`src/rtl/lpi_params.svh`:
```
// Purpose: constants of the level/pin/source priority interrupt controller
// Assumes: included by the filter, event register and core design files of the block
// Notes:   definitions only
`ifndef LPI_PARAMS_SVH
`define LPI_PARAMS_SVH

// event codes
`define LPI_CODE_NMI      12'h1c0
`define LPI_CODE_DEBUG    12'h5e0
`define LPI_CODE_ENC_BASE 12'h200
`define LPI_CODE_EXT_BASE 12'h600
`define LPI_CODE_PORT     12'h700
`define LPI_CODE_DMA      12'h800
`define LPI_CODE_IRDA     12'h880
`define LPI_CODE_FIFO     12'h900
`define LPI_CODE_CONV     12'h980
`define LPI_CODE_TIMER    12'h400
`define LPI_CODE_RTC      12'h480
`define LPI_CODE_SCI      12'h4e0
`define LPI_CODE_WDT      12'h560
`define LPI_CODE_REF      12'h580
`define LPI_CODE_STEP_SH  5
`define LPI_EVT_RESET     12'h000

// levels and pin values
`define LPI_LEVEL_NMI     5'd16
`define LPI_LEVEL_DEBUG   5'd15
`define LPI_LEVEL_TOP     4'hf
`define LPI_ENC_IDLE      4'hf

// priority field positions (nibble index within a register)
`define LPI_NIB_15_12     2'd3
`define LPI_NIB_11_8      2'd2
`define LPI_NIB_7_4       2'd1
`define LPI_NIB_3_0       2'd0
`define LPI_PRIO_RESET    16'h0000

`endif

```
`src/rtl/lpi_pkg.sv`:
```
// Purpose: types of the level/pin/source priority interrupt controller
// Assumes: nothing
// Notes:   constants live in lpi_params.svh
package lpi_pkg;
  typedef logic [4:0]  lpi_level_t;
  typedef logic [11:0] lpi_code_t;
  typedef logic [15:0] lpi_prio_t;
  typedef enum logic [1:0] {
    LPI_MODE_EXT_PIN,
    LPI_MODE_ENC_ONLY,
    LPI_MODE_ENC_AUX
  } lpi_pin_mode_t;
endpackage

```
`src/rtl/lpi_level_filter.sv`:
```
// Purpose: two-sample noise filter for one 4-bit encoded level pin group
// Assumes: sample_en picks the sampling rate (every clock, or 32-kHz ticks)
// Notes:   output idles at the no-request code
`timescale 1ns/10ps
`include "lpi_params.svh"
module lpi_level_filter (
  // clock and reset
  input  wire logic       clk,
  input  wire logic       rst_n,
  // sampling
  input  wire logic       sample_en,
  input  wire logic [3:0] pins,
  // filtered value
  output logic      [3:0] level_pins
);
  logic [3:0] last;
  logic [3:0] next_last;
  logic [3:0] next_level_pins;

  always_comb begin
    next_last       = last;
    next_level_pins = level_pins;
    if (sample_en) begin
      next_last = pins;
      if (pins == last) begin
        next_level_pins = pins;
      end
    end
  end

  always_ff @(posedge clk or negedge rst_n) begin
    if (!rst_n) begin
      last       <= `LPI_ENC_IDLE;
      level_pins <= `LPI_ENC_IDLE;
    end else begin
      last       <= next_last;
      level_pins <= next_level_pins;
    end
  end
endmodule // lpi_level_filter

```
`src/rtl/lpi_event_regs.sv`:
```
// Purpose: event code register pair, loaded on acceptance
// Assumes: load is a one-cycle pulse
// Notes:   holds until the next acceptance
`timescale 1ns/10ps
`include "lpi_params.svh"
module lpi_event_regs (
  // clock and reset
  input  wire logic                clk,
  input  wire logic                rst_n,
  // load
  input  wire logic                load,
  input  wire lpi_pkg::lpi_code_t  code_first,
  input  wire lpi_pkg::lpi_code_t  code_second,
  // registers
  output lpi_pkg::lpi_code_t       event_code_reg,
  output lpi_pkg::lpi_code_t       event_code_reg_second
);
  lpi_pkg::lpi_code_t next_first;
  lpi_pkg::lpi_code_t next_second;

  always_comb begin
    next_first  = event_code_reg;
    next_second = event_code_reg_second;
    if (load) begin
      next_first  = code_first;
      next_second = code_second;
    end
  end

  always_ff @(posedge clk or negedge rst_n) begin
    if (!rst_n) begin
      event_code_reg        <= `LPI_EVT_RESET;
      event_code_reg_second <= `LPI_EVT_RESET;
    end else begin
      event_code_reg        <= next_first;
      event_code_reg_second <= next_second;
    end
  end
endmodule // lpi_event_regs

```
`src/rtl/lpi_intc.sv`:
```
// Purpose: level/pin/source priority interrupt controller core
// Assumes: all inputs synchronous to clk; rtc_tick is a one-cycle 32-kHz tick
// Notes:   standby keeps clk but filters encoded pins only on rtc_tick
`timescale 1ns/10ps
`include "lpi_params.svh"
module lpi_intc #(
  parameter int NSRC = 38
) (
  // clock and reset
  input  wire logic                clk,
  input  wire logic                rstn,
  // control register 1 bits
  input  wire logic                level_select_bit,
  input  wire logic                aux_enable_bit,
  // priority register writes
  input  wire logic [4:0]          prio_wr,
  input  wire lpi_pkg::lpi_prio_t  prio_wdata,
  // priority register readback
  output lpi_pkg::lpi_prio_t       priority_reg_a,
  output lpi_pkg::lpi_prio_t       priority_reg_b,
  output lpi_pkg::lpi_prio_t       priority_reg_c,
  output lpi_pkg::lpi_prio_t       priority_reg_d,
  output lpi_pkg::lpi_prio_t       priority_reg_e,
  // pins
  input  wire logic [3:0]          enc_level_pins,
  input  wire logic [3:0]          aux_enc_level_pins,
  input  wire logic [5:0]          ext_req,
  input  wire logic [15:0]         port_request_pins,
  input  wire logic                nmi_req,
  // on-chip requests
  input  wire logic                debug_req,
  input  wire logic [3:0]          dma_end,
  input  wire logic [3:0]          irda_req,
  input  wire logic [3:0]          fifo_serial_req,
  input  wire logic                converter_done,
  input  wire logic [2:0]          timer_underflow,
  input  wire logic                timer2_capture,
  input  wire logic [2:0]          rtc_req,
  input  wire logic [3:0]          sci_req,
  input  wire logic                wdt_req,
  input  wire logic [1:0]          refresh_req,
  // power state
  input  wire logic                standby,
  input  wire logic                rtc_osc_used,
  input  wire logic                rtc_tick,
  output logic                     wake_req,
  // processor side
  input  wire logic [3:0]          mask_level_field,
  output logic                     cpu_req,
  output lpi_pkg::lpi_level_t      cpu_level,
  input  wire logic                cpu_ack,
  output logic                     accepted,
  output lpi_pkg::lpi_code_t       event_code_reg,
  output lpi_pkg::lpi_code_t       event_code_reg_second
);
  localparam int IDX_NMI = 0;
  localparam int IDX_DBG = 1;
  localparam int IDX_ENC = 2;
  localparam int IDX_EXT = 3;
  localparam int IDX_PRT = 9;
  localparam int IDX_DMA = 11;
  localparam int IDX_IRD = 15;
  localparam int IDX_FIF = 19;
  localparam int IDX_CNV = 23;
  localparam int IDX_TMR = 24;
  localparam int IDX_RTC = 28;
  localparam int IDX_SCI = 31;
  localparam int IDX_WDT = 35;
  localparam int IDX_REF = 36;

  function automatic lpi_pkg::lpi_code_t sub_code(lpi_pkg::lpi_code_t base, logic [2:0] k);
    return base + lpi_pkg::lpi_code_t'({k, 5'h00});
  endfunction

  function automatic lpi_pkg::lpi_level_t nib(lpi_pkg::lpi_prio_t r, logic [1:0] n);
    return {1'b0, r[n*4 +: 4]};
  endfunction

  // level-dependent code shared by the level-coded sources
  function automatic lpi_pkg::lpi_code_t level_code(lpi_pkg::lpi_level_t lvl);
    logic [3:0] n;
    n = `LPI_LEVEL_TOP - lvl[3:0];
    return `LPI_CODE_ENC_BASE + lpi_pkg::lpi_code_t'({n, 5'h00});
  endfunction

  // reset release through two flops
  logic rst_meta;
  logic rst_n;
  always_ff @(posedge clk or negedge rstn) begin
    if (!rstn) begin
      rst_meta <= 1'b0;
      rst_n    <= 1'b0;
    end else begin
      rst_meta <= 1'b1;
      rst_n    <= rst_meta;
    end
  end

  // priority registers
  lpi_pkg::lpi_prio_t next_a, next_b, next_c, next_d, next_e;
  always_comb begin
    next_a = prio_wr[0] ? prio_wdata : priority_reg_a;
    next_b = prio_wr[1] ? prio_wdata : priority_reg_b;
    next_c = prio_wr[2] ? prio_wdata : priority_reg_c;
    next_d = prio_wr[3] ? prio_wdata : priority_reg_d;
    next_e = prio_wr[4] ? prio_wdata : priority_reg_e;
  end

  always_ff @(posedge clk or negedge rst_n) begin
    if (!rst_n) begin
      priority_reg_a <= `LPI_PRIO_RESET;
      priority_reg_b <= `LPI_PRIO_RESET;
      priority_reg_c <= `LPI_PRIO_RESET;
      priority_reg_d <= `LPI_PRIO_RESET;
      priority_reg_e <= `LPI_PRIO_RESET;
    end else begin
      priority_reg_a <= next_a;
      priority_reg_b <= next_b;
      priority_reg_c <= next_c;
      priority_reg_d <= next_d;
      priority_reg_e <= next_e;
    end
  end

  // pin mode
  lpi_pkg::lpi_pin_mode_t pin_mode;
  always_comb begin
    if (!level_select_bit) begin
      pin_mode = lpi_pkg::LPI_MODE_EXT_PIN;
    end else if (aux_enable_bit) begin
      pin_mode = lpi_pkg::LPI_MODE_ENC_AUX;
    end else begin
      pin_mode = lpi_pkg::LPI_MODE_ENC_ONLY;
    end
  end

  // encoded pin filters; clk is kept, so standby slows sampling instead
  logic       sample_en;
  logic [3:0] enc_filt;
  logic [3:0] aux_filt;
  assign sample_en = !standby || (rtc_osc_used && rtc_tick);

  lpi_level_filter u_enc_filter (
    .clk        (clk),
    .rst_n      (rst_n),
    .sample_en  (sample_en),
    .pins       (enc_level_pins),
    .level_pins (enc_filt)
  );

  lpi_level_filter u_aux_filter (
    .clk        (clk),
    .rst_n      (rst_n),
    .sample_en  (sample_en),
    .pins       (aux_enc_level_pins),
    .level_pins (aux_filt)
  );

  // lower pin value is the higher level
  logic [3:0]          enc_val;
  lpi_pkg::lpi_level_t enc_level;
  always_comb begin
    enc_val = enc_filt;
    if (pin_mode == lpi_pkg::LPI_MODE_ENC_AUX && aux_filt < enc_filt) begin
      enc_val = aux_filt;
    end
    enc_level = {1'b0, `LPI_LEVEL_TOP - enc_val};
  end

  // source table in default order
  logic                req  [NSRC];
  lpi_pkg::lpi_level_t lvl  [NSRC];
  lpi_pkg::lpi_code_t  code [NSRC];
  logic                same [NSRC];
  always_comb begin
    for (int i = 0; i < NSRC; i++) begin
      req[i]  = 1'b0;
      lvl[i]  = 5'd0;
      code[i] = `LPI_EVT_RESET;
      same[i] = 1'b0;
    end
    req[IDX_NMI]  = nmi_req;
    lvl[IDX_NMI]  = `LPI_LEVEL_NMI;
    code[IDX_NMI] = `LPI_CODE_NMI;
    same[IDX_NMI] = 1'b1;
    req[IDX_DBG]  = debug_req;
    lvl[IDX_DBG]  = `LPI_LEVEL_DEBUG;
    code[IDX_DBG] = `LPI_CODE_DEBUG;
    same[IDX_DBG] = 1'b1;
    req[IDX_ENC]  = (pin_mode != lpi_pkg::LPI_MODE_EXT_PIN) && (enc_val != `LPI_ENC_IDLE);
    lvl[IDX_ENC]  = enc_level;
    code[IDX_ENC] = level_code(enc_level);
    same[IDX_ENC] = 1'b1;
    for (int k = 0; k < 6; k++) begin
      // pins 0-3 double as encoded pins in encoded mode
      req[IDX_EXT+k]  = ext_req[k] && (pin_mode == lpi_pkg::LPI_MODE_EXT_PIN || k > 3);
      lvl[IDX_EXT+k]  = (k < 4) ? nib(priority_reg_c, 2'(k)) : nib(priority_reg_d, 2'(k - 4));
      code[IDX_EXT+k] = sub_code(`LPI_CODE_EXT_BASE, 3'(k));
    end
    req[IDX_PRT]    = |port_request_pins[7:0];
    lvl[IDX_PRT]    = nib(priority_reg_d, `LPI_NIB_15_12);
    code[IDX_PRT]   = `LPI_CODE_PORT;
    req[IDX_PRT+1]  = |port_request_pins[15:8];
    lvl[IDX_PRT+1]  = nib(priority_reg_d, `LPI_NIB_11_8);
    code[IDX_PRT+1] = sub_code(`LPI_CODE_PORT, 3'd1);
    for (int k = 0; k < 4; k++) begin
      req[IDX_DMA+k]  = dma_end[k];
      lvl[IDX_DMA+k]  = nib(priority_reg_e, `LPI_NIB_15_12);
      code[IDX_DMA+k] = sub_code(`LPI_CODE_DMA, 3'(k));
      req[IDX_IRD+k]  = irda_req[k];
      lvl[IDX_IRD+k]  = nib(priority_reg_e, `LPI_NIB_11_8);
      code[IDX_IRD+k] = sub_code(`LPI_CODE_IRDA, 3'(k));
      req[IDX_FIF+k]  = fifo_serial_req[k];
      lvl[IDX_FIF+k]  = nib(priority_reg_e, `LPI_NIB_7_4);
      code[IDX_FIF+k] = sub_code(`LPI_CODE_FIFO, 3'(k));
      req[IDX_SCI+k]  = sci_req[k];
      lvl[IDX_SCI+k]  = nib(priority_reg_b, `LPI_NIB_3_0);
      code[IDX_SCI+k] = sub_code(`LPI_CODE_SCI, 3'(k));
      same[IDX_SCI+k] = 1'b1;
    end
    req[IDX_CNV]  = converter_done;
    lvl[IDX_CNV]  = nib(priority_reg_e, `LPI_NIB_3_0);
    code[IDX_CNV] = `LPI_CODE_CONV;
    for (int k = 0; k < 4; k++) begin
      req[IDX_TMR+k]  = (k < 3) ? timer_underflow[k] : timer2_capture;
      lvl[IDX_TMR+k]  = nib(priority_reg_a, (k < 3) ? 2'(3 - k) : `LPI_NIB_7_4);
      code[IDX_TMR+k] = sub_code(`LPI_CODE_TIMER, 3'(k));
      same[IDX_TMR+k] = 1'b1;
    end
    for (int k = 0; k < 3; k++) begin
      req[IDX_RTC+k]  = rtc_req[k];
      lvl[IDX_RTC+k]  = nib(priority_reg_a, `LPI_NIB_3_0);
      code[IDX_RTC+k] = sub_code(`LPI_CODE_RTC, 3'(k));
      same[IDX_RTC+k] = 1'b1;
    end
    req[IDX_WDT]  = wdt_req;
    lvl[IDX_WDT]  = nib(priority_reg_b, `LPI_NIB_15_12);
    code[IDX_WDT] = `LPI_CODE_WDT;
    same[IDX_WDT] = 1'b1;
    for (int k = 0; k < 2; k++) begin
      req[IDX_REF+k]  = refresh_req[k];
      lvl[IDX_REF+k]  = nib(priority_reg_b, `LPI_NIB_11_8);
      code[IDX_REF+k] = sub_code(`LPI_CODE_REF, 3'(k));
      same[IDX_REF+k] = 1'b1;
    end
  end

  // arbitration: strict compare keeps the earliest source on a tie
  lpi_pkg::lpi_level_t best_lvl;
  lpi_pkg::lpi_code_t  best_first;
  lpi_pkg::lpi_code_t  best_second;
  always_comb begin
    best_lvl    = 5'd0;
    best_first  = `LPI_EVT_RESET;
    best_second = `LPI_EVT_RESET;
    for (int i = 0; i < NSRC; i++) begin
      if (req[i] && lvl[i] > best_lvl) begin
        best_lvl    = lvl[i];
        best_second = code[i];
        best_first  = same[i] ? code[i] : level_code(lvl[i]);
      end
    end
  end

  // wake terms; port pins above 1 and other modules cannot wake
  lpi_pkg::lpi_level_t mask_ext;
  logic                wake_hit;
  always_comb begin
    mask_ext = {1'b0, mask_level_field};
    wake_hit = req[IDX_ENC] && lvl[IDX_ENC] > mask_ext;
    if (|port_request_pins[1:0] && lvl[IDX_PRT] > mask_ext) begin
      wake_hit = 1'b1;
    end
    for (int i = IDX_TMR; i < IDX_SCI; i++) begin
      if (req[i] && lvl[i] > mask_ext) begin
        wake_hit = 1'b1;
      end
    end
  end

  // request to processor; the mask field is only read, never written
  logic                next_cpu_req;
  lpi_pkg::lpi_level_t next_cpu_level;
  lpi_pkg::lpi_code_t  cand_first;
  lpi_pkg::lpi_code_t  cand_second;
  lpi_pkg::lpi_code_t  next_cand_first;
  lpi_pkg::lpi_code_t  next_cand_second;
  logic                next_wake_req;
  logic                next_accepted;
  always_comb begin
    next_cpu_req     = best_lvl > mask_ext;
    next_cpu_level   = best_lvl;
    next_cand_first  = best_first;
    next_cand_second = best_second;
    next_wake_req    = standby && rtc_osc_used && wake_hit;
    next_accepted    = cpu_ack && cpu_req;
  end

  always_ff @(posedge clk or negedge rst_n) begin
    if (!rst_n) begin
      cpu_req     <= 1'b0;
      cpu_level   <= 5'd0;
      cand_first  <= `LPI_EVT_RESET;
      cand_second <= `LPI_EVT_RESET;
      wake_req    <= 1'b0;
      accepted    <= 1'b0;
    end else begin
      cpu_req     <= next_cpu_req;
      cpu_level   <= next_cpu_level;
      cand_first  <= next_cand_first;
      cand_second <= next_cand_second;
      wake_req    <= next_wake_req;
      accepted    <= next_accepted;
    end
  end

  // ack takes the codes shown with the request in that same cycle
  lpi_event_regs u_event_regs (
    .clk                   (clk),
    .rst_n                 (rst_n),
    .load                  (next_accepted),
    .code_first            (cand_first),
    .code_second           (cand_second),
    .event_code_reg        (event_code_reg),
    .event_code_reg_second (event_code_reg_second)
  );
endmodule // lpi_intc

```
`config.mk`:
```
export PLATFORM = sky130hd
export DESIGN_NAME = lpi_intc
export DESIGN_NICKNAME = d
export VERILOG_FILES = /design/src/rtl/lpi_pkg.sv /design/src/rtl/lpi_level_filter.sv /design/src/rtl/lpi_event_regs.sv /design/src/rtl/lpi_intc.sv
export VERILOG_INCLUDE_DIRS = /design/src /design/src/rtl
export SDC_FILE = /design/constraint.sdc
export NUM_CORES = 1
export LEC_CHECK = 0
export BUFFER_PORTS_ARGS = -buffer_cell sky130_fd_sc_hd__buf_2
export CORE_MARGIN = 4
export CORE_UTILIZATION = 54
export DETAILED_ROUTE_END_ITERATION = 12
export PLACE_DENSITY = 0.88
export SETUP_SLACK_MARGIN = 0.15
export SLEW_MARGIN = 0
export SYNTH_ARGS = -nofsm -noshare
export SYNTH_HDL_FRONTEND = slang
export SYNTH_SLANG_ARGS = --single-unit
```
`constraint.sdc`:
```
create_clock -name clk -period 3.7 [get_ports clk]
set_clock_uncertainty 0.1 [all_clocks]
set_input_delay 0.925 -clock clk [delete_from_list [all_inputs] [get_ports clk]]
set_output_delay 0.925 -clock clk [all_outputs]
set_load 0.01 [all_outputs]
```
==> flow_summary.toml, run 1 <==
[yosys]
synth_top_flop_cell = "sky130_fd_sc_hd__dfrtp_1"
post_synthesis_cell_area_um2 = 14400
main_combinational_cell_family_by_area_after_synthesis = "compound AO/OA/AOI/OAI gates"
share_of_synthesized_registers_carrying_an_async_set_or_reset_pct = 100
yosysUniqueCellTypes = 137
synth.top_cells.by_area = "sky130_fd_sc_hd__dfrtp_1 20%, sky130_fd_sc_hd__ha_1 9.3%, sky130_fd_sc_hd__mux2_2 6.4%, sky130_fd_sc_hd__nand2_1 6.3%, sky130_fd_sc_hd__o21ai_0 5.3%"
synth_edf_count = 0
synth.yosys.warnings = 0
compound_gate_portion_of_the_synthesized_area_pct = 28.4
netlist_instances = 1765
post_synth_mux_area_share_pct = 10.5
synth_top_area_share_pct = 20.1
synth_xor_area_share_pct = 1.45
synth_simple_gate_area_share_pct = 20.9
synth-seq-area-share_pct = 23.0
synth_top_area_cell = "sky130_fd_sc_hd__dfrtp_1"
avgSynthCellArea_um2 = 8.17
synth_fa_ha_area_share_pct = 9.71
ys_ff_latch = 132

[grt]
grt_first_pass_wirelength_um = 181000
grt_pass1_vias = 27900
overall_global_routing_resource_usage_pct = 80.4
gr-total-overflow = 181
grt_max_degree = 96

[floorplan]
row_count = 59
die_h_um = 171
initial_core_util_pct = 55.2
floorplan.die.width_um = 171
io-pin-count = 204

[clocking]
cts_sinks = 132
clock_tree.root_cell = "sky130_fd_sc_hd__clkbuf_16"
numCtsBuffers = 17
cts_h_tree_lvls = 4
cts_hold_buffers = 0
clockBufferDepth = 2

[placed_design]
hpwlAfterDp_um = 51000
number_of_buffers_inserted_by_port_buffering = 192
placed_cells_incl_taps = 2891
gpl.final_weighted_congestion = 1.01
dpl_worst_slack_ns = -47.80

[status]
error_message = "[ERROR GRT-0116] Global routing finished with congestion. Check the congestion regions in the DRC Viewer."
run_status = "aborted with a tool error"
failed_stage = "5_1_grt"
cell usage after synthesis (9+ instances only):
cell / number
sky130_fd_sc_hd__a211oi_1: 9
sky130_fd_sc_hd__a21o_1: 20
sky130_fd_sc_hd__a21oi_1: 104
sky130_fd_sc_hd__a31oi_1: 22
sky130_fd_sc_hd__and2_1: 18
sky130_fd_sc_hd__and2b_1: 10
sky130_fd_sc_hd__and3_1: 22
sky130_fd_sc_hd__buf_4: 25
sky130_fd_sc_hd__clkbuf_1: 19
sky130_fd_sc_hd__dfrtp_1: 116
sky130_fd_sc_hd__dfstp_2: 16
sky130_fd_sc_hd__ha_1: 107
sky130_fd_sc_hd__inv_1: 117
sky130_fd_sc_hd__mux2_2: 82
sky130_fd_sc_hd__mux2i_1: 39
sky130_fd_sc_hd__nand2_1: 242
sky130_fd_sc_hd__nand2b_1: 16
sky130_fd_sc_hd__nand3_1: 29
sky130_fd_sc_hd__nand4_1: 23
sky130_fd_sc_hd__nor2_1: 122
sky130_fd_sc_hd__nor2b_1: 23
sky130_fd_sc_hd__nor3_1: 20
sky130_fd_sc_hd__o211ai_1: 25
sky130_fd_sc_hd__o21a_1: 11
sky130_fd_sc_hd__o21ai_0: 153
sky130_fd_sc_hd__o21ai_1: 15
sky130_fd_sc_hd__o221ai_1: 13
sky130_fd_sc_hd__o22ai_1: 11
sky130_fd_sc_hd__o31ai_1: 13
sky130_fd_sc_hd__xnor2_1: 19
kinds of logic after synthesis:
logic type	after synthesis
AND/OR/NAND/NOR	609
AO/OA/AOI/OAI	568
buffers and inverters	183
multiplexers	135
flip-flops	132
adder cells (fa/ha/maj)	113
XOR/XNOR	23
other	2
metal layers:
metal / GRT usage, % / GRT overflow
met3: 70.2 / 4
met4: 84.1 / 88
met1: 76.8 / 3
met2: 94.8 / 86
met5: 39.6 / 0
metrics by stage:
stage	area (um2)	setup TNS [ns]
4_1_cts	23700	-823.23
3_5_place_dp	21200	-846.44
2_1_floorplan	15300	-805.60
3_3_place_gp	21200	-786.33
repair_timing:
item / in CTS
cloned: 1
buffers inserted: 158
endpoints found under the setup margin: 18
gates resized for setup: 169
pin swaps: 148
==> inputs of run 2 (changes only) <==
CORE_UTILIZATION = 40   (was 54)
PLACE_DENSITY = not set   (was 0.88)
PLACE_DENSITY_LB_ADDON = 0.15   (was not set)
SETUP_SLACK_MARGIN = not set   (was 0.15)
clock period = 4.8 ns   (was 3.7 ns; I/O delays follow)
==> flow_summary.toml, run 2 <==
[status]
run_status = "complete, but fails checks"
violated_checks = "negative setup slack"

[clocking]
clk_pin_slew_ns = 0.07
clock_tree_from_tritoncts = "done"
clock_tree.root_cell = "sky130_fd_sc_hd__clkbuf_16"
cts_sinks = 132
numCtsBuffers = 17
clockBufferDepth = 2
clock_latency_ns = 0.44
cts_h_tree_lvls = 4
cts_hold_buffers = 0

[floorplan]
row_count = 69
die_area_um2 = 39100
initial_core_util_pct = 40.5
coreArea_um2 = 35600
die_h_um = 198
floorplan.die.width_um = 198
io-pin-count = 204

[setup_path]
startpoint_type = "register"
worst-endpoint-required_ns = 4.97
cp_data_arrival_time_ns = 50.05
worstRegToRegCells = 283
timing.critical_path.slowest_cell_delay_ns = 0.56
critPathMostFrequentCell = "sky130_fd_sc_hd__ha_4"
timing.critical_path.slowest_stage_cell = "sky130_fd_sc_hd__or4_4"
critical_path.max_fanout = 7
crit_path_end_kind = "register"
crit_type = "register to register"

[timing]
slew_violations = 0
relSlewSlack_pct = 31.5
hold_violations = 0
period_share_pct = 1040
rsz0062_at_grt = "true"
clock.fmax_mhz = 20.1
final.min_clock_period_ns = 49.87
timing.final.ws_setup_ns = -45.07
total_negative_slack_ns = -803.94
whs_ns = 0.251
timing_worst_slew_pin_value_ns = 1.03
finalSetupViolCount = 18

[yosys]
synth_commonest_cells = "242 x sky130_fd_sc_hd__nand2_1, 153 x sky130_fd_sc_hd__o21ai_0, 122 x sky130_fd_sc_hd__nor2_1, 117 x sky130_fd_sc_hd__inv_1, 116 x sky130_fd_sc_hd__dfrtp_1"
netlist_instances = 1765
synth_top_area_share_pct = 20.1
post_synthesis_cell_area_um2 = 14400
synth_top_flop_cell = "sky130_fd_sc_hd__dfrtp_1"
synth.yosys.warnings = 0
synth-seq-area-share_pct = 23.0
avgSynthCellArea_um2 = 8.17
synth_edf_count = 0
share_of_synthesized_registers_carrying_an_async_set_or_reset_pct = 100
yosysUniqueCellTypes = 137
ys_ff_latch = 132
yosysMostFrequentCell = "sky130_fd_sc_hd__nand2_1"
synth.top_cells.by_area = "sky130_fd_sc_hd__dfrtp_1 20%, sky130_fd_sc_hd__ha_1 9.3%, sky130_fd_sc_hd__mux2_2 6.4%, sky130_fd_sc_hd__nand2_1 6.3%, sky130_fd_sc_hd__o21ai_0 5.3%"
synth_top_area_cell = "sky130_fd_sc_hd__dfrtp_1"

[routing]
detail_route.first_pass.iterations = 7
avgViaCountPerCell = 5.53
remaining_drc_errors = 0
detail_route.iter0.violations = 1149
routed_wire_length_per_instance_um = 19.2
vias = 17500
drt.antenna.violating_nets = 0
routed_wl_um = 60900

[grt]
gr-total-overflow = 0
overall_global_routing_resource_usage_pct = 29.1
grt_first_pass_wirelength_um = 91900
grt_max_degree = 77
number_of_antenna_violations_at_the_first_check_in_global_routing = 2
grt_pass1_vias = 17400

[finish]
design.final.nets = 2895
mostFrequentLayoutCell = "sky130_fd_sc_hd__buf_4"
fin_util_pct = 67.0
syn2layout_area_growth_pct = 65.4
most-common-layout-cells = "759 x sky130_fd_sc_hd__buf_4, 215 x sky130_fd_sc_hd__nand2_1, 192 x sky130_fd_sc_hd__buf_2"
stdcell_count = 3170
n_antenna_cell = 0
drive_gt1_share_pct = 53.5

[placed_design]
placed_cells_incl_taps = 3026
number_of_buffers_inserted_by_port_buffering = 192
hpwlAfterDp_um = 46800
gpl.final_weighted_congestion = 0.937

[worst_hold_path]
worstHoldPathType = "register to register"
worst_hold_path_cells = 0

[job]
max_cap_violations = 0
## run 2: cell counts after synthesis
Identical to the previous run, type by type.
## run 2: cell type report
class	instances	area, um2
clock buffers	17	425
clock inverters	15	191
fillers	2994	11700
inverters	120	453
multi-input cells	1460	12000
flip-flops and latches	132	3330
well taps	461	577
repair buffers	965	6830
## run 2: stage by stage
stage | setup slack [ns] | area (um2)
after floorplan | -44.63 | 15300
after global placement | -44.41 | 21400
after detailed placement | -45.65 | 21400
after CTS | -44.86 | 22300
after global routing | -47.49 | 23800
final | -45.07 | 23800
## run 2: worst max-delay path: cells and delay by family, from the launching register on
family	cells	cell delay, ns
compound gates	109	19.55
simple gates	96	13.57
fa+ha+maj	37	9.18
mux	18	4.52
buf+inv	23	2.09
flops	1	0.55
## run 2: cells by family (layout without fill, tap and decap cells)
| logic type | after synthesis | after routing | synth area share, % |
|---|---|---|---|
| AND/OR/NAND/NOR | 609 | 609 | 20.9 |
| XOR/XNOR | 23 | 23 | 1.45 |
| adder cells (fa/ha/maj) | 113 | 113 | 9.71 |
| multiplexers | 135 | 135 | 10.5 |
| other | 2 | 12 | 0.0521 |
| AO/OA/AOI/OAI | 568 | 568 | 28.4 |
| buffers and inverters | 183 | 1117 | 5.94 |
| flip-flops | 132 | 132 | 23.0 |
## run 2: repair_timing
action,4_1_cts,5_1_grt
pin swaps,34,155
resized for setup,33,183
cloned,0,1
buffers inserted,24,89
setup endpoints to repair,18,18
## run 2: final timing paths
kind                       slack (ns)                       endpoint                                    from
max                            -45.07              cpu_req$_DFF_PN0_  u_enc_filter.level_pins[1]$_DFFE_PN1P_
min                              0.25                rst_n$_DFF_PN0_                      rst_meta$_DFF_PN0_
max reg2reg                    -45.07              cpu_req$_DFF_PN0_  u_enc_filter.level_pins[1]$_DFFE_PN1P_
min reg2reg                      0.25                rst_n$_DFF_PN0_                      rst_meta$_DFF_PN0_
max in group asynchronous        3.14  priority_reg_e[8]$_DFFE_PN0P_                         rst_n$_DFF_PN0_
min in group asynchronous        0.41         cpu_level[0]$_DFF_PN0_                         rst_n$_DFF_PN0_
## run 2: layer usage
metal,vias up,track usage (%),wire (um)
li1,8430,-,-
met4,0,8.80,1700
met3,98,3.30,3600
met1,8457,38.0,25800
met5,-,0,0
met2,559,50.7,29800
Power of run 2 is not shown: default switching activity piles up to over one toggle a cycle in this logic, so the estimate is an artifact.
==> inputs of run 3 (changes only) <==
REMOVE_ABC_BUFFERS = 1   (was not set)
SKIP_CTS_REPAIR_TIMING = 1   (was not set)
==> flow_summary.toml, run 3 (same netlist as run 2, synthesis figures left out) <==
[clocking]
clock_tree.root_cell = "sky130_fd_sc_hd__clkbuf_16"
numCtsBuffers = 17
clk_pin_slew_ns = 0.06
cts_sinks = 132
clock_latency_ns = 0.45
cts_h_tree_lvls = 4
clock_tree_from_tritoncts = "done"
clockBufferDepth = 2

[finish]
design.final.nets = 2871
mostFrequentLayoutCell = "sky130_fd_sc_hd__buf_4"
syn2layout_area_growth_pct = 63.8
drive_gt1_share_pct = 53.0
fin_util_pct = 66.4
most-common-layout-cells = "731 x sky130_fd_sc_hd__buf_4, 215 x sky130_fd_sc_hd__nand2_1, 192 x sky130_fd_sc_hd__buf_2"
n_antenna_cell = 0

[timing]
timing.final.ws_setup_ns = -45.40
clock.fmax_mhz = 19.9
relSlewSlack_pct = 37.3
finalSetupViolCount = 18
timing_worst_slew_pin_value_ns = 0.938
period_share_pct = 1050
rsz0062_at_grt = "true"
slew_violations = 0
hold_violations = 0
final.min_clock_period_ns = 50.20

[floorplan]
io-pin-count = 204
coreArea_um2 = 35600
row_count = 69
die_area_um2 = 39100
initial_core_util_pct = 40.5
floorplan.die.width_um = 198
die_h_um = 198

[setup_path]
timing.critical_path.slowest_stage_cell = "sky130_fd_sc_hd__or4_4"
timing.critical_path.slowest_cell_delay_ns = 0.55
cp_data_arrival_time_ns = 50.38
critPathMostFrequentCell = "sky130_fd_sc_hd__ha_4"
worst_path_dominant_cell_family = "compound AO/OA/AOI/OAI gates"
worst-endpoint-required_ns = 4.98
startpoint_type = "register"
crit_path_end_kind = "register"
critical_path.max_fanout = 7
worst-path-buf-inv = 32
crit_type = "register to register"

[grt]
number_of_antenna_violations_at_the_first_check_in_global_routing = 1
grt_first_pass_wirelength_um = 89200
grt_max_degree = 131
grt_busiest_layer = "met2"
gr-total-overflow = 0
grt_pass1_vias = 16700
global_route.usage.met2_pct = 49.3
overall_global_routing_resource_usage_pct = 28.5
grtUsageMet1_pct = 36.9
met3_usage_pct = 3.44

[job]
max_cap_violations = 0

[routing]
vias = 17600
remaining_drc_errors = 0
drt.antenna.violating_nets = 0
detail_route.first_pass.iterations = 8
avgViaCountPerCell = 5.60
routed_wl_um = 61700
routed_wire_length_per_instance_um = 19.6
detail_route.iter0.violations = 1102

[status]
run_status = "complete, but fails checks"
violated_checks = "negative setup slack"

[placed_design]
number_of_buffers_inserted_by_port_buffering = 192
gpl.final_weighted_congestion = 0.980
hpwlAfterDp_um = 46300

[worst_hold_path]
worstHoldPathType = "register to register"
[run 3: layout make-up]
| type | count | area, um2 |
|---|---|---|
| fillers | 2933 | 12000 |
| multi-input cells | 1460 | 12000 |
| clock buffers | 17 | 425 |
| repair buffers | 941 | 6670 |
| flip-flops and latches | 132 | 3330 |
| inverters | 120 | 460 |
| clock inverters | 15 | 164 |
| well taps | 461 | 577 |
[run 3: worst paths after layout]
path                                                   startpoint                            end  slack (ns)  cells past startpoint
max                        u_enc_filter.level_pins[1]$_DFFE_PN1P_              cpu_req$_DFF_PN0_      -45.40                    288
min                                            rst_meta$_DFF_PN0_                rst_n$_DFF_PN0_        0.25                      0
max reg2reg                u_enc_filter.level_pins[1]$_DFFE_PN1P_              cpu_req$_DFF_PN0_      -45.40                    288
min reg2reg                                    rst_meta$_DFF_PN0_                rst_n$_DFF_PN0_        0.25                      0
max in group asynchronous                         rst_n$_DFF_PN0_  priority_reg_e[2]$_DFFE_PN0P_        3.68                      1
min in group asynchronous                         rst_n$_DFF_PN0_         cpu_level[4]$_DFF_PN0_        0.34                      1
[run 3: per-stage QoR]
stage / TNS (ns) / setup slack, ns / hold slack, ns / instances / cell area, um2
floorplan: -864.05 / -48.86 / 0.231 / 1712 / 14000
global placement: -829.08 / -46.81 / 0.237 / 3032 / 20600
detailed placement: -852.83 / -48.19 / 0.237 / 3032 / 20600
CTS: -856.54 / -48.43 / 0.251 / 3064 / 21200
global route: -846.21 / -47.71 / 0.263 / 3146 / 23600
finish: -805.10 / -45.40 / 0.248 / 3146 / 23600
[run 3: layer usage]
| metal | routed length (um) | share of wire, % |
|---|---|---|
| met5 | 0 | 0 |
| met4 | 2530 | 4.1 |
| met3 | 3490 | 5.7 |
| met2 | 30000 | 49 |
| met1 | 25700 | 42 |
Power of run 3 is left out for the same reason.
